`src/shared/sip_pkg.sv`:
```
// constants shared by the sub-clock interval prescaler and its counter core
// assumes a single system clock; sub-clock arrives as a one-cycle tick
package sip_pkg;

  // ************************************************************
  // counter geometry
  // ************************************************************
  localparam int CNT_W = 15;
  localparam logic [14:0] CNT_RESET = 15'h0000;
  localparam logic [14:0] CNT_ALL_ONES = 15'h7fff;
  // tap bits: periods 2^10, 2^13, 2^14, 2^15
  localparam logic [3:0] TAP_SEL0 = 4'h9;
  localparam logic [3:0] TAP_SEL1 = 4'hc;
  localparam logic [3:0] TAP_SEL2 = 4'hd;
  localparam logic [3:0] TAP_SEL3 = 4'he;
  localparam logic [3:0] TAP_STAB = 4'he;
  localparam logic [3:0] TAP_WDT = 4'hd;
  localparam logic [3:0] TAP_BUZ_LO = 4'h2;
  localparam logic [3:0] TAP_BUZ_HI = 4'h4;

  // ************************************************************
  // register map (byte addresses)
  // ************************************************************
  localparam logic [3:0] ADDR_CTRL = 4'h0;
  localparam logic [3:0] ADDR_STATUS = 4'h4;
  localparam logic [3:0] ADDR_MASK = 4'h8;
  localparam logic [3:0] ADDR_COUNT = 4'hc;

  // control register fields
  localparam int CTRL_FLAG = 7;
  localparam int CTRL_EN = 6;
  localparam int CTRL_SEL_HI = 2;
  localparam int CTRL_SEL_LO = 1;
  localparam int CTRL_CLR = 0;
  localparam logic CTRL_FLAG_RST = 1'b0;
  localparam logic CTRL_EN_RST = 1'b0;
  localparam logic [1:0] CTRL_SEL_RST = 2'h0;

  // status and mask fields
  localparam int EVT_W = 2;
  localparam int EVT_INTERVAL = 0;
  localparam int EVT_STAB_DONE = 1;
  localparam logic [1:0] STATUS_RST = 2'h0;
  localparam logic [1:0] MASK_RST = 2'h0;

  // count register: stabilization wait state above the count
  localparam int COUNT_STAB = 16;

  // tap bit index for an interval select value
  function automatic logic [3:0] sip_tap_idx(input logic [1:0] sel);
    case (sel)
      2'h0: sip_tap_idx = TAP_SEL0;
      2'h1: sip_tap_idx = TAP_SEL1;
      2'h2: sip_tap_idx = TAP_SEL2;
      default: sip_tap_idx = TAP_SEL3;
    endcase
  endfunction

endpackage

```
`src/core/sip_counter.sv`:
```
// free-running 15-bit counter with tap select, falling-edge detect and
// stabilization wait timer
// assumes tick is a one-cycle pulse per sub-clock period, synchronous to clk
`timescale 1ns/1ps
`default_nettype none
module sip_counter
  import sip_pkg::*;
(
  input wire logic clk,
  input wire logic rst_n,
  input wire logic tick,
  input wire logic clear,
  input wire logic [1:0] sel,
  output logic [14:0] cnt,
  output logic tap_fall,
  output logic stab_wait
);

  logic [14:0] next_cnt;
  logic [3:0] tap;

  assign next_cnt = cnt + 15'h0001;
  assign tap = sip_tap_idx(sel);
  // qualified by clear so a coincident clear suppresses the event
  assign tap_fall = tick && !clear && cnt[tap] && !next_cnt[tap];

  // ************************************************************
  // counter
  // ************************************************************
  always_ff @(posedge clk or negedge rst_n) begin
    if (!rst_n) begin
      cnt <= CNT_RESET;
    end else if (clear) begin
      cnt <= CNT_RESET;
    end else if (tick) begin
      cnt <= next_cnt;
    end
  end

  // ************************************************************
  // stabilization wait: from clear until the top bit falls
  // ************************************************************
  always_ff @(posedge clk or negedge rst_n) begin
    if (!rst_n) begin
      stab_wait <= 1'b1;
    end else if (clear) begin
      stab_wait <= 1'b1;
    end else if (tick && cnt[TAP_STAB] && !next_cnt[TAP_STAB]) begin
      stab_wait <= 1'b0;
    end
  end

  chk_count_advance: assert property (@(posedge clk) disable iff (!rst_n)
    tick && !clear |=> cnt == $past(cnt) + 15'h0001)
    else $error("counter did not advance on tick");
  chk_count_wrap: assert property (@(posedge clk) disable iff (!rst_n)
    tick && !clear && cnt == CNT_ALL_ONES |=> cnt == CNT_RESET)
    else $error("counter did not wrap to zero");
  chk_stab_end: assert property (@(posedge clk) disable iff (!rst_n)
    $fell(stab_wait) |-> cnt == CNT_RESET && !$past(clear))
    else $error("stabilization wait ended off the top-bit fall");

endmodule
`default_nettype wire

```
`src/core/sip_prescaler.sv`:
```
// sub-clock interval prescaler: Avalon-MM register slave, interval event flag,
// sticky event status with mask, tap clocks for watchdog and buzzer
// assumes SUBCLK_TICK, STOP_REQUEST and POWER_ON_CLEAR are synchronous to MCLK
`timescale 1ns/1ps
`default_nettype none
module sip_prescaler
  import sip_pkg::*;
#(
  parameter bit HAS_POR = 1'b1,
  parameter bit DUAL_CLOCK = 1'b1
) (
  input wire logic MCLK,
  input wire logic RESETN,
  input wire logic SUBCLK_TICK,
  input wire logic STOP_REQUEST,
  input wire logic POWER_ON_CLEAR,
  input wire logic [3:0] AVS_ADDRESS,
  input wire logic AVS_READ,
  input wire logic AVS_WRITE,
  input wire logic [31:0] AVS_WRITEDATA,
  input wire logic [3:0] AVS_BYTEENABLE,
  output logic [31:0] AVS_READDATA,
  output logic AVS_WAITREQUEST,
  output logic INTERVAL_IRQ_LINE,
  output logic EVENT_IRQ,
  output logic STAB_WAIT,
  output logic WDT_CLK,
  output logic [2:0] BUZ_CLK
);

  // ************************************************************
  // bus slave: one wait state on every access
  // ************************************************************
  logic ack;
  logic req;
  logic rd_acc;
  logic wr_acc;
  logic lane0;

  assign req = AVS_READ || AVS_WRITE;
  assign AVS_WAITREQUEST = req && !ack;
  assign rd_acc = AVS_READ && ack;
  assign wr_acc = AVS_WRITE && ack;
  assign lane0 = AVS_BYTEENABLE[0];

  always_ff @(posedge MCLK or negedge RESETN) begin
    if (!RESETN) begin
      ack <= 1'b0;
    end else begin
      ack <= req && !ack;
    end
  end

  // ************************************************************
  // control register
  // ************************************************************
  logic interval_event_flag;
  logic interval_irq_enable;
  logic interval_select_hi;
  logic interval_select_lo;
  logic ctrl_wr;
  logic sw_clr;
  logic cnt_clear;
  logic tap_fall;
  logic evt;
  logic stab_wait;
  logic [14:0] cnt;

  assign ctrl_wr = wr_acc && lane0 && AVS_ADDRESS == ADDR_CTRL;
  // writing one to the clear bit is a no-op
  assign sw_clr = ctrl_wr && !AVS_WRITEDATA[CTRL_CLR];
  // single-clock build has no sub-clock, so the counter is parked
  assign cnt_clear = sw_clr || STOP_REQUEST || (HAS_POR && POWER_ON_CLEAR)
    || !DUAL_CLOCK;
  assign evt = tap_fall && DUAL_CLOCK;

  always_ff @(posedge MCLK or negedge RESETN) begin
    if (!RESETN) begin
      interval_irq_enable <= CTRL_EN_RST;
      interval_select_hi <= CTRL_SEL_RST[1];
      interval_select_lo <= CTRL_SEL_RST[0];
    end else if (ctrl_wr) begin
      interval_irq_enable <= AVS_WRITEDATA[CTRL_EN];
      interval_select_hi <= AVS_WRITEDATA[CTRL_SEL_HI];
      interval_select_lo <= AVS_WRITEDATA[CTRL_SEL_LO];
    end
  end

  // set wins over a coincident zero write
  always_ff @(posedge MCLK or negedge RESETN) begin
    if (!RESETN) begin
      interval_event_flag <= CTRL_FLAG_RST;
    end else if (evt) begin
      interval_event_flag <= 1'b1;
    end else if (ctrl_wr && !AVS_WRITEDATA[CTRL_FLAG]) begin
      interval_event_flag <= 1'b0;
    end
  end

  assign INTERVAL_IRQ_LINE = interval_event_flag && interval_irq_enable;

  // ************************************************************
  // counter core
  // ************************************************************
  sip_counter u_counter (
    .clk(MCLK),
    .rst_n(RESETN),
    .tick(SUBCLK_TICK),
    .clear(cnt_clear),
    .sel({interval_select_hi, interval_select_lo}),
    .cnt(cnt),
    .tap_fall(tap_fall),
    .stab_wait(stab_wait)
  );

  // ************************************************************
  // tap clock outputs, registered to stay glitch free
  // ************************************************************
  always_ff @(posedge MCLK or negedge RESETN) begin
    if (!RESETN) begin
      STAB_WAIT <= 1'b0;
      WDT_CLK <= 1'b0;
      BUZ_CLK <= 3'h0;
    end else begin
      STAB_WAIT <= stab_wait && DUAL_CLOCK;
      WDT_CLK <= cnt[TAP_WDT];
      BUZ_CLK <= cnt[TAP_BUZ_HI:TAP_BUZ_LO];
    end
  end

  // ************************************************************
  // sticky event status, read clears, mask gates irq
  // ************************************************************
  logic [1:0] status;
  logic [1:0] mask;
  logic [1:0] status_set;
  logic status_rd;
  logic stab_done;

  assign stab_done = $bits(stab_done)'(stab_wait && !cnt_clear && SUBCLK_TICK
    && cnt == CNT_ALL_ONES);
  assign status_set = {stab_done, evt};
  assign status_rd = rd_acc && AVS_ADDRESS == ADDR_STATUS;

  always_ff @(posedge MCLK or negedge RESETN) begin
    if (!RESETN) begin
      status <= STATUS_RST;
    end else if (status_rd) begin
      // clear only what this read reported; a set at the load edge survives
      status <= (status & ~AVS_READDATA[EVT_W-1:0]) | status_set;
    end else begin
      status <= status | status_set;
    end
  end

  always_ff @(posedge MCLK or negedge RESETN) begin
    if (!RESETN) begin
      mask <= MASK_RST;
    end else if (wr_acc && lane0 && AVS_ADDRESS == ADDR_MASK) begin
      mask <= AVS_WRITEDATA[EVT_W-1:0];
    end
  end

  assign EVENT_IRQ = |(status & mask);

  // ************************************************************
  // read data, loaded at the edge that raises the acknowledge
  // ************************************************************
  logic [31:0] next_rdata;

  always_comb begin
    next_rdata = 32'h0000_0000;
    case (AVS_ADDRESS)
      ADDR_CTRL: begin
        next_rdata[CTRL_FLAG] = interval_event_flag;
        next_rdata[CTRL_EN] = interval_irq_enable;
        next_rdata[CTRL_SEL_HI] = interval_select_hi;
        next_rdata[CTRL_SEL_LO] = interval_select_lo;
        next_rdata[CTRL_CLR] = 1'b1;
      end
      ADDR_STATUS: next_rdata[EVT_W-1:0] = status;
      ADDR_MASK: next_rdata[EVT_W-1:0] = mask;
      ADDR_COUNT: begin
        next_rdata[CNT_W-1:0] = cnt;
        next_rdata[COUNT_STAB] = stab_wait;
      end
      default: next_rdata = 32'h0000_0000;
    endcase
  end

  always_ff @(posedge MCLK or negedge RESETN) begin
    if (!RESETN) begin
      AVS_READDATA <= 32'h0000_0000;
    end else if (AVS_READ && !ack) begin
      AVS_READDATA <= next_rdata;
    end
  end

  // ************************************************************
  // checks
  // ************************************************************
  chk_sw_clear: assert property (@(posedge MCLK) disable iff (!RESETN)
    sw_clr |=> cnt == CNT_RESET && stab_wait)
    else $error("software clear did not clear counter");
  chk_stop_hold: assert property (@(posedge MCLK) disable iff (!RESETN)
    STOP_REQUEST [*2] |-> cnt == CNT_RESET)
    else $error("counter ran during stop request");
  chk_por_clear: assert property (@(posedge MCLK) disable iff (!RESETN)
    HAS_POR && POWER_ON_CLEAR |=> cnt == CNT_RESET)
    else $error("power-on clear ignored");
  chk_tap_period: assert property (@(posedge MCLK) disable iff (!RESETN)
    evt |=> (cnt & ((15'h0001 << $past(sip_tap_idx({interval_select_hi,
      interval_select_lo}) + 4'h1)) - 15'h0001)) == CNT_RESET)
    else $error("interval event off its period boundary");
  chk_flag_set: assert property (@(posedge MCLK) disable iff (!RESETN)
    evt |=> interval_event_flag)
    else $error("event did not set flag");
  chk_irq_line: assert property (@(posedge MCLK) disable iff (!RESETN)
    evt && interval_irq_enable && !ctrl_wr |=> INTERVAL_IRQ_LINE)
    else $error("enabled event gave no interrupt");
  chk_flag_zero: assert property (@(posedge MCLK) disable iff (!RESETN)
    ctrl_wr && !AVS_WRITEDATA[CTRL_FLAG] && !evt |=> !interval_event_flag)
    else $error("zero write did not clear flag");
  chk_flag_one: assert property (@(posedge MCLK) disable iff (!RESETN)
    ctrl_wr && AVS_WRITEDATA[CTRL_FLAG] && !interval_event_flag && !evt
    |=> !interval_event_flag)
    else $error("one write set the flag");
  chk_clr_reads_one: assert property (@(posedge MCLK) disable iff (!RESETN)
    rd_acc && AVS_ADDRESS == ADDR_CTRL |-> AVS_READDATA[CTRL_CLR])
    else $error("clear bit read as zero");
  chk_coincide: assert property (@(posedge MCLK) disable iff (!RESETN)
    sw_clr && !interval_event_flag |=> !interval_event_flag)
    else $error("flag set on a coincident clear");
  chk_wdt_fall: assert property (@(posedge MCLK) disable iff (!RESETN)
    $fell(WDT_CLK) && !$past(cnt_clear, 2) |-> $past(cnt[13:0]) == 14'h0000)
    else $error("watchdog clock fell off its period");
  chk_buz_rise: assert property (@(posedge MCLK) disable iff (!RESETN)
    $rose(BUZ_CLK[0]) |-> $past(cnt[2:0]) == 3'h4)
    else $error("buzzer clock rose off its period");
  chk_single_clock: assert property (@(posedge MCLK) disable iff (!RESETN)
    !DUAL_CLOCK |-> cnt == CNT_RESET && !evt && !STAB_WAIT)
    else $error("prescaler active in single-clock build");
  chk_bus_wait: assert property (@(posedge MCLK) disable iff (!RESETN)
    req && !ack |=> !AVS_WAITREQUEST || !req)
    else $error("bus answer later than one wait state");

  cov_interval_event: cover property (@(posedge MCLK) disable iff (!RESETN)
    evt && interval_irq_enable);
  cov_clear_coincide: cover property (@(posedge MCLK) disable iff (!RESETN)
    sw_clr && tap_fall);
  cov_stab_done: cover property (@(posedge MCLK) disable iff (!RESETN)
    $fell(STAB_WAIT));
  cov_status_read: cover property (@(posedge MCLK) disable iff (!RESETN)
    status_rd && status != STATUS_RST);

endmodule
`default_nettype wire

```
`config.mk`:
```
export PLATFORM = sky130hd
export DESIGN_NAME = sip_prescaler
export DESIGN_NICKNAME = d
export VERILOG_FILES = /design/src/shared/sip_pkg.sv /design/src/core/sip_counter.sv /design/src/core/sip_prescaler.sv
export SDC_FILE = /design/constraint.sdc
export NUM_CORES = 1
export LEC_CHECK = 0
export ABC_AREA = 1
export ABC_CLOCK_PERIOD_IN_PS = 1400
export BUFFER_PORTS_ARGS = -buffer_cell sky130_fd_sc_hd__buf_2
export CORE_MARGIN = 1.5
export CORE_UTILIZATION = 44
export DETAILED_ROUTE_END_ITERATION = 12
export GPL_TIMING_DRIVEN = 0
export PLACE_DENSITY = 0.76
export SYNTH_ARGS = -nofsm -noshare
export SYNTH_HDL_FRONTEND = slang
export SYNTH_SLANG_ARGS = --single-unit
```
`constraint.sdc`:
```
create_clock -name MCLK -period 1.4 [get_ports MCLK]
set_input_delay 0.28 -clock MCLK [delete_from_list [all_inputs] [get_ports MCLK]]
set_output_delay 0.28 -clock MCLK [all_outputs]
set_load 0.01 [all_outputs]
```
==> qor.yml <==
num_antenna_cells: 0
cp_cell_sequence: "nand2_1, nor2_1, nand2_1, o21ai_1, nand2_1, a21oi_2, nand2_1, nand2_1, nand2_1"
crit_top_cell: "nand2_1"
drt_pass1_iterations: 6
final_common_cell: "nand2_1"
grt_pass1_vias: 1801
fin_crit_ns: 1.42
grt_overflow: 0
synth_top_area_share_pct: 48.4
remaining_drc_errors: 0
pre_cts_ws_ns: -0.201
setup_slack_ns: -0.0157
maxSlewHeadroom_pct: 35.1
hp-class: "primary input to async pin"
die-area_um2: 5730
die_w_um: 75.7
cts_buffers: 5
placed_cell_area_um2: 2670
critical_path_class: "register to register"
cts_hold_buf: 0
htree_levels: 2
finalSetupViolCount: 2
grtUsageTotal_pct: 18.9
endpoint: "status[0]"
yosysTopAreaCell: "dfrtp_1"
critPathCaptureType: "register"
finClkSkew_ns: 0.00835
power-per-cell-area_nw_per_um2: 895
finalMaxSlewViolations: 0
syn-cell-area_um2: 2330
grt_pass1_wl_um: 8080
r2r_slack_ns: -0.02
dr_total_vias: 2044
hold_viol: 0
root_buffer: "clkbuf_8"
fmax_mhz: 706
cp-start-kind: "register"
rows: 26
power.leakage_nw: 1.46
rsz0062_at_grt: "yes"
r2r-start: "u_counter.cnt[7]"
ys_top_cells_by_area: "dfrtp_1 (48%), nand2_1 (11%), buf_4 (5.2%), nor2_1 (5.2%), inv_1 (4.2%)"
seq_area_frac_synth_pct: 49.5
port_buffers: 39
cp-startpoint: "u_counter.cnt[7]"
grt_max_degree: 47
viasPerCell: 4.79
layout_common_cells: "nand2_1 (63), buf_2 (40), dfrtp_1 (34), buf_4 (34), nor2_1 (27)"
ys_warn_count: 0
path_clk_slew_ns: 0.09
cts_tree: "built"
worstPathRequired_ns: 1.59
routedWlPerCell_um: 12.2
syn_to_final_growth_pct: 28.5
clkSinkCount: 46
antenna_found_initial: 0
worstReg2RegEnd: "status[0]"
drt_iter0_drc: 100
final_nets: 405
avgSynthCellArea_um2: 8.43
synth_cells: 276
die_h_um: 75.7
tightest_slew_ns: 0.974
coreArea_um2: 5110
fin_area_um2: 2990
arrival_ns: 1.61
failed_checks: "negative setup slack"
crit_path_top_delay_cell: "dfrtp_2"
p_total_mw: 2.68
r2r_cells: 9
clockBufferDepth: 2
io_pins: 87
crit_fanout: 5
critPathBufInv: 0
drive_gt1_share_pct: 35.9
wirelength_um: 5230
clk_latency_ns: 0.30
critPathMaxStageDelay_ns: 0.43
finalWeightedCongestion: 0.909
cp.depth: 9
tns_ns: -0.0280
ir_drop_v: 0.000329
cap_viol_max_count: 0
status: "finished, violations left"
fin_crit_sh_pct: 101
ant_nets: 0
dpl.hpwl_um: 3740
crit_family: "simple AND/OR/NAND/NOR gates"
synthDistinctLibCells: 33
start_util_pct: 45.5
ys_ff_latch: 46
-- final cells by class --
type | count | area, um2
Clock inverter | 3 | 21.3
Tap cell | 70 | 87.6
Sequential cell | 46 | 1170
Buffer | 19 | 134
Clock buffer | 5 | 68.8
Multi-Input combinational cell | 196 | 1050
Timing Repair Buffer | 58 | 350
Inverter | 30 | 113
Fill cell | 471 | 2120
-- metal layers --
layer	track usage, %	up-vias	routed length [um]
li1	-	1027	-
met1	25.5	951	2290
met2	30.4	57	2560
met3	3.97	9	291
met4	6.75	0	93
met5	0	-	0
-- sequential cells by signal (all words and copies together), names as in the netlist, 2 cells and up --
signal / cells
AVS_READDATA: 16
BUZ_CLK: 3
mask: 2
status: 2
u_counter.cnt: 15
-- through the flow --
step / util [%] / hold slack, ns / instances
2_1_floorplan: - / -0.0156 / 291
3_5_place_dp: 52.2 / 0.417 / 400
5_1_grt: 58.5 / 0.210 / 427
6_report: 58.5 / 0.129 / 427
3_3_place_gp: 52.2 / 0.415 / 400
4_1_cts: 55.6 / 0.168 / 415
-- cell usage after synthesis (all sizes together) --
cell type	count
nand3	19
inv	30
o2111ai	1
clkbuf	2
mux2	2
ha	2
o31ai	6
o21ai	16
dfrtp	45
buf	17
nor3b	1
xnor2	1
nand2	68
o22ai	3
dfstp	1
xor2	5
a22o	2
o211ai	1
nor2	36
a31oi	4
conb	1
nor3	4
nand4	7
a21oi	2
-- kinds of logic after synthesis --
kind of cell               after synthesis  share of synthesized area, %
and+or+nand+nor                        135                          26.1
muxes                                    2                         0.968
DFF                                     46                          49.5
adders and majority gates                2                          1.08
buffers and inverters                   49                          10.5
AOI/OAI and AO/OA                       35                          9.31
other                                    1                         0.161
xor gates and xnor gates                 6                          2.26
-- power breakdown --
group          internal [mW]  switching, mW  total [mW]
clock                  0.351          0.459       0.810
sequential              1.41         0.0676        1.47
combinational          0.170          0.220       0.390
total                   1.93          0.747        2.68
-- repair_timing --
action                                  in CTS  in global routing
buffers inserted                             7                 12
endpoints found under the setup margin      15                 23
pin swaps                                    8                  4
gates resized for setup                     11                 22
-- worst min-delay path by stage --
stage,startpoint,endpoint,slack [ns]
after floorplan,RESETN,AVS_READDATA[0],-0.02
after global placement,u_counter.stab_wait,STAB_WAIT,0.42
after detailed placement,u_counter.stab_wait,STAB_WAIT,0.42
after CTS,RESETN,AVS_READDATA[3],0.17
after global routing,RESETN,AVS_READDATA[4],0.21
final,RESETN,u_counter.cnt[6],0.13
Power figures use the tool's default switching activity.
